<file path="config.mk">
export PLATFORM = sky130hd
export DESIGN_NAME = amsc_bank
export DESIGN_NICKNAME = d
export VERILOG_FILES = /design/src/hw/amsc_pkg.sv /design/src/hw/amsc_bank.sv
export SDC_FILE = /design/constraint.sdc
export NUM_CORES = 1
export LEC_CHECK = 0
export ABC_CLOCK_PERIOD_IN_PS = 2300
export BUFFER_PORTS_ARGS = -buffer_cell sky130_fd_sc_hd__buf_2
export CAP_MARGIN = 20
export CORE_MARGIN = 4
export CORE_UTILIZATION = 42
export DETAILED_ROUTE_END_ITERATION = 7
export PLACE_DENSITY = 0.77
export SETUP_SLACK_MARGIN = 0.15
export SYNTH_ARGS = -nofsm -noshare
export SYNTH_HDL_FRONTEND = slang
export SYNTH_SLANG_ARGS = --single-unit
</file>
<file path="constraint.sdc">
create_clock -name ref_clk -period 2.3 [get_ports ref_clk]
set_clock_uncertainty 0.1 [all_clocks]
set_input_delay 0.23 -clock ref_clk [delete_from_list [all_inputs] [get_ports ref_clk]]
set_output_delay 0.23 -clock ref_clk [all_outputs]
set_load 0.1 [all_outputs]
</file>
<file path="src/hw/amsc_pkg.sv">
// Package for the alert mask and capacity smoothing configuration bank.
// Assumes a single 100 MHz clock domain and an APB register port.
package amsc_pkg;

  // ---------------------------------------------------------------
  // Register byte offsets
  // ---------------------------------------------------------------
  localparam logic [7:0] AMSC_OFF_LRN_LO  = 8'h00;
  localparam logic [7:0] AMSC_OFF_LRN_HI  = 8'h04;
  localparam logic [7:0] AMSC_OFF_SVC     = 8'h08;
  localparam logic [7:0] AMSC_OFF_SAFETY  = 8'h0C;
  localparam logic [7:0] AMSC_OFF_OPER    = 8'h10;
  localparam logic [7:0] AMSC_OFF_SMOOTH  = 8'h14;
  localparam logic [7:0] AMSC_OFF_IRQ_ST  = 8'h18;
  localparam logic [7:0] AMSC_OFF_IRQ_MSK = 8'h1C;
  localparam logic [7:0] AMSC_OFF_ACTIVE  = 8'h20;

  // ---------------------------------------------------------------
  // Writable bit masks and reset values
  // ---------------------------------------------------------------
  localparam logic [7:0] AMSC_WMASK_FULL   = 8'hFF;
  localparam logic [7:0] AMSC_WMASK_SVC    = 8'hDF;
  localparam logic [7:0] AMSC_WMASK_SAFETY = 8'h77;
  localparam logic [7:0] AMSC_WMASK_OPER   = 8'h03;
  localparam logic [7:0] AMSC_WMASK_SMOOTH = 8'h0F;
  localparam logic [7:0] AMSC_MASK_RST     = 8'h00;
  localparam logic [7:0] AMSC_SMOOTH_RST   = 8'h00;
  localparam logic [4:0] AMSC_IRQ_RST      = 5'h00;

  // Smoothing field positions
  localparam int AMSC_SM_EOC_BIT = 3;
  localparam int AMSC_SM_EXT_BIT = 2;
  localparam int AMSC_SM_SMOOTHING_VOLTAGE_SOURCE_BIT = 1;
  localparam int AMSC_SM_REP_BIT = 0;

  localparam int AMSC_NGRP = 5;

  // Status flags from the gauge core
  typedef struct packed {
    logic [7:0] learn_lo;
    logic [7:0] learn_hi;
    logic [7:0] service;
    logic [7:0] safety_hi;
    logic [7:0] safety_lo;
    logic [1:0] oper;
  } amsc_status_t;

  // Decoded smoothing controls
  typedef struct packed {
    logic end_of_charge_smoothing_enable;
    logic smoothing_extent_select;
    logic smoothing_voltage_source;
    logic smoothed_report_select;
  } amsc_smooth_t;

endpackage

</file>
<file path="src/hw/amsc_bank.sv">
// Alert mask and capacity smoothing configuration bank with APB slave.
// Assumes status flags and capacities come from logic on ref_clk.
// Notes on behaviour
// - Learning status low byte alert mask
// - Learning status high byte alert mask
// - Service status mask, bit 5 reserved
// - Safety mask: warnings high nibble, alerts low
// - Operation mask: only bits 1 and 0
// - All masks reset to zero
// - Bit 3 enables end-of-charge smoothing
// - Bit 2 extends smoothing past first threshold
// - Bit 1 selects averaged voltage
// - Bit 0 reports smoothed capacity
//
// Design decisions made here: the address map and the APB interface to the registers.
`timescale 1ns/1ps
module amsc_bank
  import amsc_pkg::*;
(
  input  wire logic          ref_clk,
  input  wire logic          sys_rst,
  input  wire logic          psel,
  input  wire logic          penable,
  input  wire logic          pwrite,
  input  wire logic [7:0]    paddr,
  input  wire logic [31:0]   pwdata,
  input  wire logic [3:0]    pstrb,
  output logic      [31:0]   prdata,
  output logic               pready,
  output logic               pslverr,
  input  wire amsc_status_t  status_flags,
  input  wire logic [15:0]   comp_capacity,
  input  wire logic [15:0]   smooth_capacity,
  output amsc_smooth_t       smooth_ctrl,
  output logic [15:0]        remaining_capacity,
  output logic               alert,
  output logic               irq
);

  // ---------------------------------------------------------------
  // Bus decode
  // ---------------------------------------------------------------
  wire       acc     = psel && penable;
  wire       wr_acc  = acc && pwrite && pstrb[0];
  wire       hit_llo = paddr == AMSC_OFF_LRN_LO;
  wire       hit_lhi = paddr == AMSC_OFF_LRN_HI;
  wire       hit_svc = paddr == AMSC_OFF_SVC;
  wire       hit_saf = paddr == AMSC_OFF_SAFETY;
  wire       hit_opr = paddr == AMSC_OFF_OPER;
  wire       hit_smo = paddr == AMSC_OFF_SMOOTH;
  wire       hit_ist = paddr == AMSC_OFF_IRQ_ST;
  wire       hit_ims = paddr == AMSC_OFF_IRQ_MSK;
  wire       hit_act = paddr == AMSC_OFF_ACTIVE;
  wire       mapped  = hit_llo | hit_lhi | hit_svc | hit_saf | hit_opr |
                       hit_smo | hit_ist | hit_ims | hit_act;
  wire [7:0] wbyte   = pwdata[7:0];

  // Zero-wait slave; unmapped addresses answer with an error
  assign pready  = psel && penable;
  assign pslverr = acc && !mapped;

  // ---------------------------------------------------------------
  // Configuration registers
  // ---------------------------------------------------------------
  logic [7:0] llo_q, lhi_q, svc_q, saf_q, opr_q, smo_q;
  logic [7:0] llo_d, lhi_d, svc_d, saf_d, opr_d, smo_d;

  // Reserved bits are never stored, so they read as zero
  assign llo_d = (wr_acc && hit_llo) ? (wbyte & AMSC_WMASK_FULL)   : llo_q;
  assign lhi_d = (wr_acc && hit_lhi) ? (wbyte & AMSC_WMASK_FULL)   : lhi_q;
  assign svc_d = (wr_acc && hit_svc) ? (wbyte & AMSC_WMASK_SVC)    : svc_q;
  assign saf_d = (wr_acc && hit_saf) ? (wbyte & AMSC_WMASK_SAFETY) : saf_q;
  assign opr_d = (wr_acc && hit_opr) ? (wbyte & AMSC_WMASK_OPER)   : opr_q;
  assign smo_d = (wr_acc && hit_smo) ? (wbyte & AMSC_WMASK_SMOOTH) : smo_q;

  always_ff @(posedge ref_clk) begin
    if (sys_rst) begin
      llo_q <= AMSC_MASK_RST;
      lhi_q <= AMSC_MASK_RST;
      svc_q <= AMSC_MASK_RST;
      saf_q <= AMSC_MASK_RST;
      opr_q <= AMSC_MASK_RST;
      smo_q <= AMSC_SMOOTH_RST;
    end else begin
      llo_q <= llo_d;
      lhi_q <= lhi_d;
      svc_q <= svc_d;
      saf_q <= saf_d;
      opr_q <= opr_d;
      smo_q <= smo_d;
    end
  end

  // ---------------------------------------------------------------
  // Smoothing controls and reported capacity
  // ---------------------------------------------------------------
  assign smooth_ctrl.end_of_charge_smoothing_enable = smo_q[AMSC_SM_EOC_BIT];
  assign smooth_ctrl.smoothing_extent_select        = smo_q[AMSC_SM_EXT_BIT];
  assign smooth_ctrl.smoothing_voltage_source       = smo_q[AMSC_SM_SMOOTHING_VOLTAGE_SOURCE_BIT];
  assign smooth_ctrl.smoothed_report_select         = smo_q[AMSC_SM_REP_BIT];

  logic [15:0] cap_q;
  wire  [15:0] cap_d = smo_q[AMSC_SM_REP_BIT] ? smooth_capacity : comp_capacity;

  always_ff @(posedge ref_clk) begin
    if (sys_rst) begin
      cap_q <= 16'h0000;
    end else begin
      cap_q <= cap_d;
    end
  end
  assign remaining_capacity = cap_q;

  // ---------------------------------------------------------------
  // Alert combining, one group per mask register
  // ---------------------------------------------------------------
  wire [7:0] grp_flag [AMSC_NGRP];
  wire [7:0] grp_mask [AMSC_NGRP];
  wire [AMSC_NGRP-1:0] grp_hit;

  assign grp_flag[0] = status_flags.learn_lo;
  assign grp_flag[1] = status_flags.learn_hi;
  assign grp_flag[2] = status_flags.service;
  // Safety warnings sit in the high nibble, alerts in the low one
  assign grp_flag[3] = {status_flags.safety_hi[3:0], status_flags.safety_lo[3:0]};
  assign grp_flag[4] = {6'h00, status_flags.oper};
  assign grp_mask[0] = llo_q;
  assign grp_mask[1] = lhi_q;
  assign grp_mask[2] = svc_q;
  assign grp_mask[3] = saf_q;
  assign grp_mask[4] = opr_q;

  genvar g;
  generate
    for (g = 0; g < AMSC_NGRP; g++) begin : g_grp
      assign grp_hit[g] = |(grp_flag[g] & grp_mask[g]);
    end
  endgenerate

  logic alert_q;
  always_ff @(posedge ref_clk) begin
    if (sys_rst) begin
      alert_q <= 1'b0;
    end else begin
      alert_q <= |grp_hit;
    end
  end
  assign alert = alert_q;

  // ---------------------------------------------------------------
  // Interrupts: rising edge of a group hit sets a sticky bit
  // ---------------------------------------------------------------
  logic [AMSC_NGRP-1:0] hit_prev_q, ist_q, ist_d, ims_q, ims_d;
  wire  [AMSC_NGRP-1:0] ev  = grp_hit & ~hit_prev_q;
  wire  [AMSC_NGRP-1:0] w1c = (wr_acc && hit_ist) ? wbyte[AMSC_NGRP-1:0] : '0;

  // Set beats clear so an event in the clearing cycle survives
  assign ist_d = (ist_q & ~w1c) | ev;
  assign ims_d = (wr_acc && hit_ims) ? wbyte[AMSC_NGRP-1:0] : ims_q;

  always_ff @(posedge ref_clk) begin
    if (sys_rst) begin
      hit_prev_q <= AMSC_IRQ_RST;
      ist_q      <= AMSC_IRQ_RST;
      ims_q      <= AMSC_IRQ_RST;
    end else begin
      hit_prev_q <= grp_hit;
      ist_q      <= ist_d;
      ims_q      <= ims_d;
    end
  end
  assign irq = |(ist_q & ims_q);

  // ---------------------------------------------------------------
  // Read data
  // ---------------------------------------------------------------
  wire [7:0] rsel =
      hit_llo ? llo_q :
      hit_lhi ? lhi_q :
      hit_svc ? svc_q :
      hit_saf ? saf_q :
      hit_opr ? opr_q :
      hit_smo ? smo_q :
      hit_ist ? {3'h0, ist_q} :
      hit_ims ? {3'h0, ims_q} :
      hit_act ? {2'h0, alert_q, grp_hit} : 8'h00;

  logic [31:0] prdata_q;
  always_ff @(posedge ref_clk) begin
    if (sys_rst) begin
      prdata_q <= 32'h0000_0000;
    end else if (psel && !penable && !pwrite) begin
      prdata_q <= {24'h00_0000, rsel};
    end
  end
  assign prdata = prdata_q;
endmodule

</file>
### Word-level counts from Yosys, hierarchy flattened

Cells that the tools add are included.

* memories kept: 0
* register bits: 75
* bits in latches: 0
* bits in writable memories: 0
* word-level logic and storage cells: 75
* memory bits (read-only): 0

* multipliers: 0
* shift operators: 0
* mux-type cells: 11
* bitwise gates (word level): 19
* order comparisons: 0
* reduce and logical (&&, ||, !) cells: 25
* equal/unequal tests: 8
* div/mod/pow operators: 0
* add/subtract/negate cells: 0

Operators by type and width (count)
* 40-bit OR reduction: 1
* 8-bit OR reduction: 5
* 8-bit by 5-bit == test with 1-bit output (second input constant): 4
* 6-bit two-way mux: 5
* 8-bit AND: 3
* 8-bit two-way mux: 3
* 8-bit by 4-bit == test with 1-bit output (second input constant): 2
* 16-bit two-way mux: 1
* 5-bit AND: 3
* 1-bit logical AND: 14
* 5-bit inverter: 2
* 8-bit by 7-bit AND with 8-bit output: 1
* 8-bit by 3-bit == test with 1-bit output (second input constant): 1
* 8-bit by 6-bit == test with 1-bit output (second input constant): 1
* 8-bit logical NOT: 1
* 1-bit bitwise OR: 8
* 7-bit two-way mux: 1
* 5-bit two-way mux: 1
* 5-bit bitwise OR: 1
* 5-bit OR reduction: 1
* 1-bit logical NOT: 3
* 2-bit AND: 1

### Depth between registers and ports, before layout

* depth in word-level cells: 11
* gate-level depth with buffers: 7

### Least setup slack after synthesis

No wires, ideal clock.

* path type: input to output
* start point: in psel
* end point: out pslverr
* path buffers: 0
* required time: 1970 ps
* stages: 2
* path slack: -1325 ps
* data arrival time: 3295 ps
* cell sequence: and2_1 > nor3b_1

* cells in the longest elaborated chain, start to end: 2

Ends and longest elaborated chain
* start: declaration: RTL line amsc_bank.sv:22 `input wire logic psel,`
* 1-bit logical AND: RTL line amsc_bank.sv:43 `wire acc = psel && penable;`
* 1-bit logical AND: RTL line amsc_bank.sv:60 `assign pslverr = acc && !mapped;`
* end: declaration: RTL line amsc_bank.sv:30 `output logic pslverr,`

No other way between the ends.

### Worst setup path in the final report

* start point: in paddr[1]
* end point: out pslverr

* cells in the longest elaborated chain, start to end: 11
* elaborated cells between the ends (all ways): 19

Ends and longest elaborated chain
* start: declaration: RTL line amsc_bank.sv:25 `input wire logic [7:0] paddr,`
* 8-bit by 3-bit == test with 1-bit output or 8-bit logical NOT (tied branches): RTL line amsc_bank.sv:46, amsc_bank.sv:45
* 1-bit bitwise OR (5 in series): RTL line amsc_bank.sv:54 `wire mapped = hit_llo | hit_lhi | hit_svc | hit_saf | hit_opr |`
* 1-bit bitwise OR (2 in series): RTL line amsc_bank.sv:55 `hit_smo | hit_ist | hit_ims | hit_act;`
* 1-bit bitwise OR *: RTL line amsc_bank.sv:55
* 1-bit logical NOT *: RTL line amsc_bank.sv:60
* 1-bit logical AND *: RTL line amsc_bank.sv:60

Every way passes the cells marked *; elsewhere a longest branch is shown, timed or not.

==> results.md <==
- Maximum vdd ir drop: between 0.3 and 0.4 mV
- I/O Pins: 179
- Achievable Freq: 483 MHz
- Worst setup margin: 0.228 ns
- Largest net degree at the start of global routing: 24
- Main combinational cell family by area after synthesis: simple AND/OR/NAND/NOR gates
- Clock power share: 32.2%
- Post-synth EDFFs: 0
- Vias per Instance: 5.45
- DIE AREA: between 10,000 and 15,000 um2
- Switching power of the nets: around 0.00093 W
- Top layer in use: met4
- Final core occ: 54.8%
- Crit path kind: primary input to output port
- Synth Flop Type: dfxtp_1
- WP data required: 1.97 ns
- Post-detail-place hpwl: 8.51 mm
- Vias in the first global route: between 3,000 and 4,000
- Max-slew headroom: 60.8%
- Total track usage: 21.9%
- Synth top area cells: dfxtp_1 41%, mux2i_1 16%, nor2_1 8.4%
- DR WL met3: 1.19 mm
- Synth Area in Compound Gates: ~14%
- Die height: 101 um
- Met1 wire length: ~4.6 mm
- WL/cell: 17.0 um
- Worst reg2reg path depth: 5
- Largest area contributor in the netlist: dfxtp_1
- Combinational fraction of design power: 19.5%
- Worst-path clk slew: 0.07 ns
- Area Overhead vs Synth: 24.9%
- Flop pwr share: 48.2%
- Initial antenna violation count: 0
- Clock Root Buffer: clkbuf_8
- Final Setup Violations: 0
- Die W: 101 um
- Layout cells sized above 1: 29.0%
- Worst-Skew Late Latency: approximately 0.36 ns
- Longest Clk Path Bufs: 2
- First-pass DRT Iterations: 5
- WHS: 0.0114 ns
- Fin. Hold Viols: 0
- Min Clock Period, post-route: 2.07 ns
- Routed wl met2: around 5 mm
- FF-to-FF End: alert$_SDFF_PP0_
- Mean Syn Cell Area: 8.81 um2
- Syn. warnings: 0
- Multiplexer share of the synthesized area: 17.3%
- Ys async rst share: 0%
- Yosys top cell area share: about 41%
- Routed wire length: 11.1 mm
- Ant diodes: 0
- First-pass GRT wire length: 17.4 mm
- RD Place Congestion: about 0.92
- Total CTS buffers: 9
- Remaining antenna violation count: 0
- DR iter-0 viols: 379
- Highest fanout seen on the critical path: 4
- Status: completed
- Reg2reg setup slack: 0.64 ns
- Via count: roughly 3,500
- Switching share of power: 34.0%
- Initial Utilization: between 40 and 50%
- Post-Synth XOR/XNOR Area: 0%
- Number of setup buffers added after CTS: 0
- RSZ-0062 raised after global routing: no
- HP Start: comp_capacity[9]
- Power Density: 597 nW/um2
- Max-cap viol count: 0
- Post-Synth Simple-Gate Area: a little under a fifth
- IO buf count: 116
- Setup TNS Final: 0 ns
- Total power: 0.00273 W
- Startpoint types: primary input
- Post-Synth Adder-Cell Area: 0%
- Max-slew violation count: 0
- Ratio of final minimum period to clock period: 90.1%
- CTS tree: built
- Setup WS pre-CTS: -0.0570 ns
- Depth of the CTS H-tree: 3
- DRC errors left: 0
- Core area: 8340 um2
- Cell Area, Synth: about 3700 um2
- Worst-Margin Slew: 0.582 ns
- Reg2Reg Launch Point: svc_q[2]$_SDFFE_PP0P_
- Seq/Total Area, Yosys: 41.1%
- Hold path endpoint: remaining_capacity[9]$_SDFF_PP0_
- Hold Path Class: primary input to flip-flop
- Critical Path End Type: output port
- Rows: 33
- Final nets: ~660
- Fill cells: around 770
- Netlist cell types: 48
- Leakage: 1.95 nW
- P_int: 0.00180 W
- FF+latch count, synth: 75
- GRT Residual Overflow: 0
- Cell count after synthesis: 415
- WHS Path Cells: 3
- Critical Path AT: 1.74 ns
- Total clock sinks: 75
power by group through the flow:
stage	combinational, W	sequential, W	clock, W
after detailed placement	0.000524	0.00135	0
after CTS	0.000531	0.00132	0.000893
final	0.000534	0.00132	0.000880
after global routing	0.000561	0.00132	0.000938
after global placement	0.000518	0.00135	0
after floorplan	0.000314	0.00146	0
repair_timing:
action	CTS	global route
hold buffers	5	0
gates resized for setup	0	0
hold endpoints to repair	4	0
worst max-delay path by stage:
stage | start | end | slack, ns | cells past startpoint
final | paddr[1] | pslverr | 0.23 | 6
after global routing | paddr[1] | pslverr | 0.17 | 6
after CTS | paddr[1] | pslverr | 0.23 | 6
after detailed placement | paddr[1] | prdata[4]$_SDFFE_PP0P_ | -0.06 | 6
after global placement | paddr[1] | prdata[4]$_SDFFE_PP0P_ | 0.009 | 6
after floorplan | psel | pslverr | 0.006 | 2
synthesized netlist by cell type (4+ instances only):
| library cell | n |
|---|---|
| a22oi_1 | 19 |
| o22ai_1 | 4 |
| and2_1 | 5 |
| mux2i_1 | 60 |
| nand2_1 | 17 |
| buf_4 | 24 |
| a31oi_1 | 4 |
| a21oi_1 | 18 |
| nand3_1 | 7 |
| o21ai_0 | 10 |
| inv_1 | 6 |
| nor2_1 | 82 |
| nand2b_1 | 4 |
| dfxtp_1 | 75 |
| nor3_1 | 8 |
| clkbuf_1 | 17 |
| buf_1 | 4 |
sequential cells by signal, indices dropped and copies added (netlist names):
| name | flops |
|---|---|
| prdata | 8 |
| svc_q | 7 |
| ist_q | 5 |
| lhi_q | 8 |
| ims_q | 5 |
| hit_prev_q | 5 |
| smo_q | 4 |
| opr_q | 2 |
| llo_q | 8 |
| alert | 1 |
| saf_q | 6 |
| remaining_capacity | 16 |
cells by family (layout without fill, tap and decap cells):
group / count (synthesis) / after routing
buffers and inverters: 55 / 161
other: 1 / 24
DFF: 75 / 75
and+or+nand+nor: 147 / 147
AOI/OAI and AO/OA: 75 / 75
muxes: 62 / 62
cell type report:
| type | instances | area [um2] | share of cell area, % |
|---|---|---|---|
| Inverter | 7 | 26.3 | 0.575 |
| Tap cell | 105 | 131 | 2.88 |
| Multi-Input combinational cell | 308 | 1950 | 42.6 |
| Sequential cell | 75 | 1500 | 32.9 |
| Clock buffer | 10 | 128 | 2.79 |
| Clock inverter | 5 | 31.3 | 0.685 |
| Timing Repair Buffer | 139 | 803 | 17.6 |
critical path, stage by stage:
cell and delay [ns]:
buf_2 0.10, or4_1 0.58, buf_4 0.19, nor2_1 0.27, nor3b_4 0.07, buf_2 0.30
metrics by stage:
| stage | instances | area [um2] |
|---|---|---|
| floorplan | 438 | 3760 |
| global placement | 629 | 4360 |
| detailed placement | 629 | 4360 |
| CTS | 649 | 4570 |
| global route | 649 | 4570 |
| finish | 649 | 4570 |
placed cells by master, fill, tap and decap left out, drive strengths merged, types with 5 or more instances in the layout:
| master | instances |
|---|---|
| clkbuf | 10 |
| mux2i | 60 |
| conb | 24 |
| inv | 6 |
| nand3 | 7 |
| dlygate4sd3 | 5 |
| a22oi | 19 |
| and2 | 5 |
| a21oi | 18 |
| nor3 | 11 |
| o21ai | 10 |
| buf | 134 |
| dfxtp | 75 |
| nand2 | 17 |
| nor2 | 83 |
| clkinv | 5 |
routing by layer:
layer	vias up	GRT usage, %
li1	1675	-
met1	1629	27.3
met2	213	35.7
met3	21	7.02
met4	0	7.77
met5	-	0
(Power assumes the default switching activity.)
